$ cat config.mk
export PLATFORM = sky130hd
export DESIGN_NAME = xcvr_ctl
export DESIGN_NICKNAME = d
export VERILOG_FILES = /design/src/core/xcvr_ctl_pkg.sv /design/src/core/xcvr_ctl.sv
export SDC_FILE = /design/constraint.sdc
export NUM_CORES = 1
export LEC_CHECK = 0
export ABC_AREA = 1
export BUFFER_PORTS_ARGS = -buffer_cell sky130_fd_sc_hd__buf_4
export CORE_ASPECT_RATIO = 2
export CORE_UTILIZATION = 65
export CTS_BUF_LIST = sky130_fd_sc_hd__clkbuf_4
export CTS_CLUSTER_SIZE = 40
export DETAILED_ROUTE_END_ITERATION = 16
export PLACE_DENSITY = 0.84
export SKIP_CTS_REPAIR_TIMING = 1
export SYNTH_ARGS = -nofsm -noshare
export SYNTH_HDL_FRONTEND = slang
export SYNTH_SLANG_ARGS = --single-unit
export TNS_END_PERCENT = 20
$ cat constraint.sdc
create_clock -name core_clk -period 4.51 [get_ports core_clk]
set_input_delay 0.6765 -clock core_clk [delete_from_list [all_inputs] [get_ports core_clk]]
set_output_delay 0.6765 -clock core_clk [all_outputs]
set_load 0.05 [all_outputs]
$ cat src/core/xcvr_ctl_pkg.sv
// Purpose: constants for the transceiver control and status timing block
// Assumes: core_clk at 200 MHz
// Notes: times kept in their own unit, cycle counts derived from them
package xcvr_ctl_pkg;
  localparam int unsigned CLK_MHZ = 200;
  localparam int unsigned T_OFF_US = 100;
  localparam int unsigned T_ON_MS = 2;
  localparam int unsigned T_MGMT_MS = 300;
  localparam int unsigned T_START_MS = 300;
  localparam int unsigned T_START_COOLED_S = 90;
  localparam int unsigned T_PL2_MS = 300;
  localparam int unsigned T_FAULT_MS = 1;
  localparam int unsigned T_FAULT_COOLED_MS = 50;
  localparam int unsigned T_RESET_US = 10;
  localparam int unsigned T_RS_FC_US = 500;
  localparam int unsigned T_RS_MS = 10;
  localparam int unsigned T_LOS_US = 100;
  // longest times round down, least time rounds up (exact here)
  localparam int unsigned OFF_CYC = T_OFF_US * CLK_MHZ;
  localparam int unsigned ON_CYC = T_ON_MS * 1000 * CLK_MHZ;
  localparam int unsigned MGMT_CYC = T_MGMT_MS * 1000 * CLK_MHZ;
  localparam int unsigned START_CYC = T_START_MS * 1000 * CLK_MHZ;
  localparam longint unsigned START_COOLED_CYC =
    64'(T_START_COOLED_S) * 1000000 * CLK_MHZ;
  localparam int unsigned PL2_CYC = T_PL2_MS * 1000 * CLK_MHZ;
  localparam int unsigned FAULT_CYC = T_FAULT_MS * 1000 * CLK_MHZ;
  localparam int unsigned FAULT_COOLED_CYC =
    T_FAULT_COOLED_MS * 1000 * CLK_MHZ;
  localparam int unsigned RESET_CYC = T_RESET_US * CLK_MHZ;
  localparam int unsigned RS_FC_CYC = T_RS_FC_US * CLK_MHZ;
  localparam int unsigned RS_CYC = T_RS_MS * 1000 * CLK_MHZ;
  localparam int unsigned LOS_CYC = T_LOS_US * CLK_MHZ;

  // register byte offsets on the Avalon-MM slave
  localparam logic [3:0] REG_CTRL = 4'h0;
  localparam logic [3:0] REG_STATUS = 4'h4;
  // control bits
  localparam int unsigned CTRL_PL2 = 0;
  localparam int unsigned CTRL_FC = 1;
  localparam logic [31:0] CTRL_RESET = 32'h0000_0000;
  // status bits
  localparam int unsigned ST_TX_ON = 0;
  localparam int unsigned ST_FAULT = 1;
  localparam int unsigned ST_LOS = 2;
  localparam int unsigned ST_MGMT_RDY = 3;
  localparam int unsigned ST_OPER = 4;
  localparam int unsigned ST_PL2 = 5;
  localparam int unsigned ST_RATE_OK = 6;
  localparam int unsigned ST_STATE = 8;

  typedef enum logic [1:0] {
    ST_INIT = 2'b00,
    ST_RUN = 2'b01,
    ST_FAULTED = 2'b10,
    ST_OFF = 2'b11
  } tx_state_t;
endpackage

$ cat src/core/xcvr_ctl.sv
// Purpose: control/status pin timing of a pluggable optical transceiver
// Assumes: pins are asynchronous and pass two flip-flops; one clock
// Notes: Avalon-MM slave, one wait state per access
// Operation
// - transmit off rise kills output within 100 us
// - transmit off fall restores output within 2 ms
// - management ready within 300 ms of power
// - non-cooled part operational within 300 ms
// - cooled part operational within 90 s
// - power level two up within 300 ms
// - power level two down within 300 ms
// - fault flag within 1 ms or 50 ms; a fault seen while off is not flagged until run resumes
// - transmit off held 10 us clears fault
// - fibre channel rate stable within 500 us
// - other rate stable within 10 ms
// - signal lost raised within 100 us
// - signal lost dropped within 100 us
`timescale 1ns/1ps
module xcvr_ctl #(
  parameter bit COOLED = 1'b0,
  parameter int unsigned OFF_CYC = xcvr_ctl_pkg::OFF_CYC,
  parameter int unsigned ON_CYC = xcvr_ctl_pkg::ON_CYC,
  parameter int unsigned MGMT_CYC = xcvr_ctl_pkg::MGMT_CYC,
  parameter longint unsigned START_CYC = COOLED ?
    xcvr_ctl_pkg::START_COOLED_CYC : 64'(xcvr_ctl_pkg::START_CYC),
  parameter int unsigned PL2_CYC = xcvr_ctl_pkg::PL2_CYC,
  parameter int unsigned FAULT_CYC = COOLED ?
    xcvr_ctl_pkg::FAULT_COOLED_CYC : xcvr_ctl_pkg::FAULT_CYC,
  parameter int unsigned RESET_CYC = xcvr_ctl_pkg::RESET_CYC,
  parameter int unsigned RS_FC_CYC = xcvr_ctl_pkg::RS_FC_CYC,
  parameter int unsigned RS_CYC = xcvr_ctl_pkg::RS_CYC,
  parameter int unsigned LOS_CYC = xcvr_ctl_pkg::LOS_CYC
) (
  // clock and reset
  input wire logic core_clk,
  input wire logic rst,
  // module pins
  input wire logic tx_off_req,
  input wire logic rate_select_low,
  input wire logic rate_select_high,
  input wire logic laser_fault_in,
  input wire logic signal_present,
  output logic tx_enable,
  output logic tx_fault_o,
  output logic tx_fault_oe,
  output logic rx_los,
  // Avalon-MM slave
  input wire logic [3:0] address,
  input wire logic read,
  input wire logic write,
  input wire logic [31:0] writedata,
  input wire logic [3:0] byteenable,
  output logic [31:0] readdata,
  output logic waitrequest
);
  localparam int CW = 35;

  // synchronisers: first stage only feeds the second
  // not reset: two edges of reset flush any stale value
  logic [4:0] sync1_q, sync2_q;
  always_ff @(posedge core_clk) begin
    sync1_q <= {tx_off_req, rate_select_low, rate_select_high,
                laser_fault_in, signal_present};
    sync2_q <= sync1_q;
  end
  // synchronised views, two to three cycles behind the pins
  wire off_s = sync2_q[4];
  wire rsl_s = sync2_q[3];
  wire rsh_s = sync2_q[2];
  wire flt_s = sync2_q[1];
  wire sig_s = sync2_q[0];

  // offsets compared whole: aliases would hide a stray access
  function automatic logic addr_hit(input logic [3:0] ad,
                                    input logic [3:0] off);
    return ad == off;
  endfunction

  // register slave
  // ack_q toggles, so every access sees exactly one wait state
  // a write lands only on the acknowledged cycle, never twice
  logic [31:0] ctrl_q;
  logic ack_q;
  logic [31:0] readdata_q;
  wire req = read | write;
  wire hit_ctrl = addr_hit(address, xcvr_ctl_pkg::REG_CTRL);
  wire hit_stat = addr_hit(address, xcvr_ctl_pkg::REG_STATUS);
  wire wr_ctrl = write & ack_q & hit_ctrl & byteenable[0];
  assign waitrequest = req & ~ack_q;
  assign readdata = readdata_q;
  wire pl2_req = ctrl_q[xcvr_ctl_pkg::CTRL_PL2];
  wire fc_mode = ctrl_q[xcvr_ctl_pkg::CTRL_FC];

  // power-on / management ready counter
  // counter freezes once ready; ready holds until the next reset
  logic [CW-1:0] mgmt_cnt_q;
  logic mgmt_rdy_q;
  always_ff @(posedge core_clk) begin
    if (rst) begin
      mgmt_cnt_q <= '0;
      mgmt_rdy_q <= 1'b0;
    end else if (!mgmt_rdy_q) begin
      mgmt_cnt_q <= mgmt_cnt_q + 1'b1;
      if (mgmt_cnt_q >= CW'(MGMT_CYC - 1)) begin
        mgmt_rdy_q <= 1'b1;
      end
    end
  end

  // transmitter state
  xcvr_ctl_pkg::tx_state_t state_q;
  logic [CW-1:0] st_cnt_q;
  logic [CW-1:0] dis_cnt_q;
  logic [CW-1:0] flt_cnt_q;
  logic fault_q;
  logic oper_q;
  // hold counter saturates at the clear threshold, so a long hold
  // cannot wrap round and look like a short one
  wire clear_held = off_s & (dis_cnt_q >= CW'(RESET_CYC));
  // fault debounce budget: declare once the raw fault has persisted
  // two cycles of the budget are left for the synchroniser
  wire fault_det = flt_s & (flt_cnt_q >= CW'(FAULT_CYC - 2));
  // limitation: a fault seen while off waits for init or run
  wire [CW-1:0] dis_cnt_d = off_s ?
    (clear_held ? dis_cnt_q : dis_cnt_q + 1'b1) : '0;
  wire [CW-1:0] flt_cnt_d = (flt_s && !fault_det) ? flt_cnt_q + 1'b1 : '0;

  always_ff @(posedge core_clk) begin
    if (rst) begin
      dis_cnt_q <= '0;
      flt_cnt_q <= '0;
    end else begin
      dis_cnt_q <= dis_cnt_d;
      flt_cnt_q <= flt_cnt_d;
    end
  end

  always_ff @(posedge core_clk) begin
    if (rst) begin
      state_q <= xcvr_ctl_pkg::ST_INIT;
      st_cnt_q <= '0;
      fault_q <= 1'b0;
      oper_q <= 1'b0;
    end else begin
      unique case (state_q)
        xcvr_ctl_pkg::ST_INIT: begin
          // start-up: counts from power, insertion or recovery
          // off during init is honoured only once start-up completes
          st_cnt_q <= st_cnt_q + 1'b1;
          if (fault_det) begin
            state_q <= xcvr_ctl_pkg::ST_FAULTED;
            fault_q <= 1'b1;
          end else if (st_cnt_q >= CW'(START_CYC - 1)) begin
            state_q <= off_s ? xcvr_ctl_pkg::ST_OFF : xcvr_ctl_pkg::ST_RUN;
            oper_q <= 1'b1;
            st_cnt_q <= '0;
          end
        end
        xcvr_ctl_pkg::ST_RUN: begin
          if (fault_det) begin
            state_q <= xcvr_ctl_pkg::ST_FAULTED;
            fault_q <= 1'b1;
          end else if (off_s) begin
            state_q <= xcvr_ctl_pkg::ST_OFF;
          end
        end
        xcvr_ctl_pkg::ST_OFF: begin
          // turn-on is immediate, well inside the on-time budget
          if (!off_s) begin
            state_q <= xcvr_ctl_pkg::ST_RUN;
          end
        end
        xcvr_ctl_pkg::ST_FAULTED: begin
          // latched until host holds transmit off long enough
          // recovery restarts the full start-up interval
          if (clear_held) begin
            fault_q <= 1'b0;
            oper_q <= 1'b0;
            st_cnt_q <= '0;
            state_q <= xcvr_ctl_pkg::ST_INIT;
          end
        end
      endcase
    end
  end

  // output is on only when running and request low; off within 3 cycles
  assign tx_enable = (state_q == xcvr_ctl_pkg::ST_RUN) & ~off_s;
  // open-drain fault: drive low when clear, release to pull-up on fault
  assign tx_fault_o = 1'b0;
  assign tx_fault_oe = ~fault_q;

  // power level two: settles the whole budget, PL2_CYC cycles, after the write
  // a request reversed mid-way restarts the timer from zero
  // trade-off: fixed delay, no handshake with the power stage
  logic pl2_q;
  logic [CW-1:0] pl2_cnt_q;
  always_ff @(posedge core_clk) begin
    if (rst) begin
      pl2_q <= 1'b0;
      pl2_cnt_q <= '0;
    end else if (pl2_q == pl2_req) begin
      pl2_cnt_q <= '0;
    end else if (pl2_cnt_q >= CW'(PL2_CYC - 1)) begin
      pl2_q <= pl2_req;
      pl2_cnt_q <= '0;
    end else begin
      pl2_cnt_q <= pl2_cnt_q + 1'b1;
    end
  end

  // rate select: output re-stabilises after a change on either input
  // fc mode picks the shorter budget; a mode write alone is no event
  // previous value resets to the idle pins, so no false edge
  logic [1:0] rs_prev_q;
  logic [CW-1:0] rs_cnt_q;
  logic rate_ok_q;
  wire rs_change = rs_prev_q != {rsh_s, rsl_s};
  wire [CW-1:0] rs_limit = fc_mode ? CW'(RS_FC_CYC - 1) : CW'(RS_CYC - 1);
  always_ff @(posedge core_clk) begin
    if (rst) begin
      rs_prev_q <= 2'b00;
      rs_cnt_q <= '0;
      rate_ok_q <= 1'b1;
    end else begin
      rs_prev_q <= {rsh_s, rsl_s};
      if (rs_change) begin
        rate_ok_q <= 1'b0;
        rs_cnt_q <= '0;
      end else if (!rate_ok_q) begin
        if (rs_cnt_q >= rs_limit) begin
          rate_ok_q <= 1'b1;
        end else begin
          rs_cnt_q <= rs_cnt_q + 1'b1;
        end
      end
    end
  end

  // loss of signal with a short filter well inside the budget
  // half the budget leaves room for the synchroniser and the flip
  // reset value is lost: no signal is claimed until one is seen
  logic [CW-1:0] los_cnt_q;
  logic los_q;
  wire los_limit = los_cnt_q >= CW'(LOS_CYC / 2);
  always_ff @(posedge core_clk) begin
    if (rst) begin
      los_q <= 1'b1;
      los_cnt_q <= '0;
    end else if (sig_s == los_q) begin
      // input disagrees with output: count toward a flip
      if (los_limit) begin
        los_q <= ~sig_s;
        los_cnt_q <= '0;
      end else begin
        los_cnt_q <= los_cnt_q + 1'b1;
      end
    end else begin
      los_cnt_q <= '0;
    end
  end
  assign rx_los = los_q;

  // bus access: one wait state, then ack; unmapped reads return zero
  // status word built from the package field positions
  logic [31:0] status_w;
  always_comb begin
    status_w = 32'h0;
    status_w[xcvr_ctl_pkg::ST_TX_ON] = tx_enable;
    status_w[xcvr_ctl_pkg::ST_FAULT] = fault_q;
    status_w[xcvr_ctl_pkg::ST_LOS] = los_q;
    status_w[xcvr_ctl_pkg::ST_MGMT_RDY] = mgmt_rdy_q;
    status_w[xcvr_ctl_pkg::ST_OPER] = oper_q;
    status_w[xcvr_ctl_pkg::ST_PL2] = pl2_q;
    status_w[xcvr_ctl_pkg::ST_RATE_OK] = rate_ok_q;
    status_w[xcvr_ctl_pkg::ST_STATE +: 2] = state_q;
  end
  // reads capture on the first cycle, so data stand at the ack
  wire [31:0] rd_mux = hit_ctrl ? ctrl_q : (hit_stat ? status_w : 32'h0);
  always_ff @(posedge core_clk) begin
    if (rst) begin
      ack_q <= 1'b0;
      readdata_q <= 32'h0;
      ctrl_q <= xcvr_ctl_pkg::CTRL_RESET;
    end else begin
      ack_q <= req & ~ack_q;
      if (read & ~ack_q) readdata_q <= rd_mux;
      if (wr_ctrl) ctrl_q <= {30'h0, writedata[1:0]};
    end
  end
endmodule

==> impl_metrics.csv, run 1 <==
group,metric,value,unit
run_status,status,"finished, final reports clean",
yosys,ys_ff_latch,277,
route,vias,12200,
timing,setup_tns,0,ns
clocking,cts-root-buf,"clkbuf_4",
layout,area_growth,8.15,%
run,maxCapViolations,0,
worst_setup_path,crit_path_max_fanout,5,
yosys,synth_top_area_cell,"dfxtp_1",
worst_setup_path,cp-startpoint,"state_q[0]$_SDFFE_PP0P_",
timing,maxSlewHeadroom,37.0,%
layout,register_area,5550,µm²
clocking,cts_made_buffers,58,
die,coreArea,20000,µm²
global_route,grt_pass1_wl,50.4,mm
power_and_ir_drop,ir_drop,0.000225,V
worst_setup_path,worst_r2r_path_depth,11,
clocking,cts.sinks,277,
timing,final_hold_viol_count,0,
timing,layout_min_cycle_time,2.76,ns
layout,finalNonFillerCells,2267,
timing,rsz0062_at_grt,"no",
yosys,synth_edf_count,0,
die,start_util,66.9,%
route,drtIter0Drc,470,
place,hpwl,22.1,mm
layout,layout_commonest_cell,"nand2_1",
global_route,antenna_found_initial,1,
worst_setup_path,cp.arrival,2.08,ns
worst_setup_path,endpoint_kind,"output pin",
yosys,ys.flop_type,"dfxtp_1",
die,io_pins,86,
yosys,synth.top_cell.area_share,41.5,%
timing,fin_crit_sh,61.1,%
clocking,htree_levels,2,
layout,layout.nets,2030,
clocking,cts_tree,"yes",
layout,multiInputGateArea,6850,µm²
layout,n_fill_cell,1719,
yosys,synth_area,13400,µm²
worst_setup_path,r2r-end,"rs_cnt_q[2]$_SDFFE_PP0P_",
die,dieArea,21200,µm²
yosys,syn_inst,1864,
place,pre_cts_slack,1.90,ns
timing,whs,0.0640,ns
timing,setup_violations,0,
global_route,grt_max_degree,37,
route,first_pass_iters,6,
worst_setup_path,r2r_start,"ctrl_q[1]$_SDFFE_PP0P_",
yosys,syn_area_per_cell,7.18,µm²
route,drc,0,
die,die_h,205,µm
clocking,clk_pin_slew_worst_paths,0.08,ns
layout,layout_common_cells,"369 x nand2_1, 288 x nor2_1, 277 x dfxtp_1, 200 x inv_1, 129 x a21oi_1",
global_route,gr-total-overflow,0,
timing,fmax,363,MHz
place,portBuffers,28,
route,wl_per_cell,13.3,µm
global_route,grt_pass1_vias,12100,
min_path,hold_path_depth,1,
timing,setup_ws,1.75,ns
timing,final_max_slew_viol_count,0,
yosys,synth_area_leaders,"dfxtp_1 41%, nand2_1 10%, nor2_1 8.1%, inv_1 5.6%, a21oi_1 4.8%",
die,rows,73,
place,post-place-cells,2164,
route,top_layer,"met4",
yosys,yosys_warnings,0,
layout,layout-drive-gt1-share,10.2,%
clocking,max-clock-path-buffers,3,
yosys,seq_area_frac_synth,41.5,%
clocking,clk_latency,0.70,ns
worst_setup_path,crit_path_end,"tx_enable",
timing,finClkSkew,0.0366,ns
die,fp.dieW,103,µm
yosys,ys_async_sr_fraction,0,%
route,route.met3.wl,1.39,mm
route,detail-route-antenna-nets,0,
global_route,grt_usage,29.6,%
min_path,hold_path_class,"input port to flop",
place,globalplace.congestion,0.991,
worst_setup_path,required,3.83,ns
worst_setup_path,startpoint_type,"flop",
route,met2_length,16.4,mm
worst_setup_path,crit_type,"flop to output pin",
route,wirelength,30.1,mm
route,vias_per_cell,5.39,
timing,tightest_slew,0.943,ns
yosys,ys_types,53,
worst_setup_path,timing.reg2reg.setup_slack,1.85,ns
power_and_ir_drop,p_per_area,317,nW/µm²
power_and_ir_drop,p_leak,5.43,nW
route,wl_met1,10.4,mm
## area by class of cell
class	instances	share of cell area, %
clock inverters	25	0.701
repair buffers	31	1.61
inverters	221	5.73
diodes	1	0.0173
well taps	262	2.27
flip-flops and latches	277	38.3
multi-input cells	1373	47.3
clock buffers	77	4.00
## cell families after synthesis
logic type      Yosys count  synth area share [%]
xor+xnor                 78                  5.11
flops                   277                  41.5
simple gates           1006                  34.4
fa+ha+maj                19                  1.78
other cells               1                0.0280
compound gates          199                  7.94
buf+inv                 284                  9.31
## through the flow
stage                     instance area, µm²  utilization (%)  power (mW)
after global routing                   14500             72.3        4.79
after floorplan                        13600                -        2.86
final                                  14500             72.3        4.58
after global placement                 13800             68.9        2.90
after detailed placement               13800             68.9        2.91
after CTS                              14500             72.3        4.63
## sequential cells by signal, indices dropped and copies added, names as in the netlist
name and count:
ack_q 1, ctrl_q 2, dis_cnt_q 35, fault_q 1
flt_cnt_q 35, los_cnt_q 35, mgmt_cnt_q 35, mgmt_rdy_q 1
oper_q 1, pl2_cnt_q 35, pl2_q 1, rate_ok_q 1
readdata 9, rs_cnt_q 35, rs_prev_q 2, rx_los 1
st_cnt_q 35, state_q 2, sync1_q 5, sync2_q 5
## cells in the mapped netlist (all sizes together) (4+ instances only)
cell type,count
or2,14
buf,47
nor2,315
nand3,112
nor3,84
nor4,23
o21ai,47
nand3b,7
a21oi,132
ha,19
nand4,59
o21a,4
inv,218
and2,6
dfxtp,277
nand2,379
clkbuf,16
nor3b,4
xor2,59
xnor2,19
## routing by layer
| metal | vias to the layer above | global-route usage (%) |
|---|---|---|
| met1 | 5558 | 26.3 |
| met5 | - | 0 |
| met2 | 346 | 57.2 |
| met3 | 145 | 5.63 |
| met4 | 0 | 19.8 |
| li1 | 6172 | - |
## critical path: stages (launching register included)
cell and delay (ns):
dfxtp_1 0.46, inv_1 0.12, nor3_1 0.50, buf_4 0.31
## where the power goes
group	leakage, nW	internal [mW]	switching, mW
Sequential	2.26	2.50	0.0381
Combinational	2.78	0.0714	0.246
Clock	0.402	0.796	0.935
Total	5.43	3.36	1.22
## worst min path at each step
stage                            start            endpoint  slack [ns]
CTS                   rate_select_high  sync1_q[2]$_DFF_P_        0.02
global placement    sync1_q[0]$_DFF_P_  sync2_q[0]$_DFF_P_        0.31
global route          rate_select_high  sync1_q[2]$_DFF_P_        0.04
finish                rate_select_high  sync1_q[2]$_DFF_P_        0.06
floorplan           sync1_q[0]$_DFF_P_  sync2_q[0]$_DFF_P_        0.31
detailed placement  sync1_q[0]$_DFF_P_  sync2_q[0]$_DFF_P_        0.31
Power figures use the tool's default switching activity.
==> inputs of run 2 (changes only) <==
CORE_UTILIZATION = 57   (was 65)
PLACE_DENSITY = 0.78   (was 0.84)
clock period = 2.4 ns   (was 4.51 ns; I/O delays follow)
==> impl_metrics.csv, run 2 (synthesized netlist as in run 1, its figures left out) <==
group,metric,value,unit
run_status,status,"finished, final reports clean",
clocking,cts_tree,"yes",
worst_setup_path,crit_type,"flop to output pin",
layout,n_fill_cell,2128,
route,vias,12200,
worst_setup_path,cpMaxStageDelayCell,"dfxtp_1",
layout,multiInputGateArea,6850,µm²
die,rows,79,
clocking,max-clock-path-buffers,3,
global_route,grt_util_met1,22.7,%
timing,finClkSkew,0.0445,ns
place,post-place-cells,2208,
clocking,cts-root-buf,"clkbuf_4",
worst_setup_path,cp_cell_sequence,"inv_1 -> nor3_2 -> buf_4",
worst_setup_path,startpoint_type,"flop",
place,portBuffers,28,
timing,rsz0062_at_grt,"yes",
die,die_h,219,µm
global_route,use_met2,50.9,%
timing,final_hold_viol_count,0,
die,fp.dieW,110,µm
global_route,grt_pass1_vias,12100,
timing,setup_tns,0,ns
clocking,cts.sinks,277,
layout,layout_common_cells,"369 x nand2_1, 288 x nor2_1, 277 x dfxtp_1, 200 x inv_1, 129 x a21oi_1",
run,maxCapViolations,0,
global_route,grt_usage,26.4,%
timing,setup_violations,0,
global_route,grt_pass1_wl,50.4,mm
power_and_ir_drop,switching_share,25.9,%
layout,register_area,5550,µm²
place,hpwl,22.6,mm
power_and_ir_drop,p_seq_share,52.0,%
worst_setup_path,cp.arrival,1.91,ns
global_route,grt_max_degree,36,
route,drc,0,
clocking,cts_made_buffers,66,
power_and_ir_drop,p_sw,2.37,mW
power_and_ir_drop,power,9.15,mW
route,vias_per_cell,5.24,
worst_setup_path,crit_path_max_fanout,5,
place,globalplace.congestion,0.962,
timing,final_max_slew_viol_count,0,
die,start_util,57.8,%
place,pre_cts_slack,0.232,ns
global_route,met3_usage,5.55,%
timing,maxSlewHeadroom,62.5,%
clocking,clk_latency,0.73,ns
die,coreArea,23100,µm²
worst_setup_path,endpoint_kind,"output pin",
worst_setup_path,critical-path-max-stage-delay,0.47,ns
power_and_ir_drop,pwr-share-clk,40.8,%
timing,setup_ws,0.129,ns
global_route,gr-total-overflow,0,
power_and_ir_drop,combPwrFrac,7.2,%
layout,layout.nets,2071,
power_and_ir_drop,internal_power,6.78,mW
route,drtIter0Drc,601,
route,wirelength,30.7,mm
clocking,htree_levels,3,
global_route,antenna_found_initial,2,
power_and_ir_drop,p_per_area,613,nW/µm²
timing,tightest_slew,0.560,ns
layout,layout_commonest_cell,"nand2_1",
clocking,clk_pin_slew_worst_paths,0.07,ns
die,dieArea,24100,µm²
timing,layout_min_cycle_time,2.27,ns
layout,finalNonFillerCells,2335,
worst_setup_path,required,2.04,ns
timing,fmax,440,MHz
power_and_ir_drop,p_leak,5.69,nW
layout,area_growth,11.5,%
global_route,grt_busiest_layer,"met2",
timing,fin_crit_sh,94.6,%
route,first_pass_iters,6,
route,detail-route-antenna-nets,0,
min_path,hold_path_class,"input port to flop",
die,io_pins,86,
route,wl_per_cell,13.1,µm
layout,layout-drive-gt1-share,12.2,%
power_and_ir_drop,ir_drop,0.000493,V
run 2: cell count changes in the layout (fill, tap and decap cells not counted):
| cell | before | now |
|---|---|---|
| clkbuf_4 | 77 | 101 |
| buf_4 | 31 | 53 |
| dlygate4sd3_1 | 0 | 10 |
| clkinv_1 | 23 | 15 |
| buf_12 | 0 | 1 |
| clkinv_2 | 3 | 2 |
| clkinvlp_4 | 1 | 0 |
| diode_2 | 1 | 2 |
| inv_2 | 19 | 18 |
| nor3_1 | 74 | 73 |
| nor3_2 | 9 | 10 |
run 2: power by group through the flow:
stage	Sequential, mW	Combinational (mW)	Clock, mW
after floorplan	4.88	0.490	0
after global placement	4.86	0.636	0
after detailed placement	4.86	0.649	0
after CTS	4.76	0.650	3.88
after global routing	4.77	0.727	4.10
final	4.76	0.663	3.73
run 2: final timing paths:
kind              cells past startpoint  slack [ns]                    start                  endpoint
setup / recovery                      3        0.13  state_q[0]$_SDFFE_PP0P_                 tx_enable
hold / removal                        3        0.05            byteenable[0]    ctrl_q[1]$_SDFFE_PP0P_
setup reg to reg                     13        0.21   ctrl_q[1]$_SDFFE_PP0P_  rs_cnt_q[2]$_SDFFE_PP0P_
hold reg to reg                       0        0.32       sync1_q[1]$_DFF_P_        sync2_q[1]$_DFF_P_
run 2: stage by stage:
step / hold WS, ns / cell area, µm² / util (%)
2_1_floorplan: 0.310 / 13600 / -
3_3_place_gp: 0.312 / 14000 / 60.5
3_5_place_dp: 0.312 / 14000 / 60.5
4_1_cts: -0.314 / 14800 / 64.0
5_1_grt: 0.0303 / 14900 / 64.5
6_report: 0.0544 / 14900 / 64.5
run 2: final cells by class:
class | count | share of cell area (%)
Tap cell | 283 | 2.37
Clock buffer | 101 | 5.08
Multi-Input combinational cell | 1373 | 45.9
Sequential cell | 277 | 37.2
Inverter | 221 | 5.56
Antenna cell | 2 | 0.0335
Timing Repair Buffer | 64 | 3.47
Clock inverter | 14 | 0.369
run 2: worst max-delay path: cells and delay by family (launching register included):
| family | cells | cell delay [ns] |
|---|---|---|
| buf+inv | 2 | 0.41 |
| flops | 1 | 0.47 |
| simple gates | 1 | 0.32 |
run 2: metal layers:
| layer | vias up | share of wire, % |
|---|---|---|
| met4 | 0 | 6.5 |
| met1 | 5521 | 35 |
| met5 | - | 0 |
| met3 | 142 | 4.2 |
| li1 | 6250 | - |
| met2 | 324 | 54 |
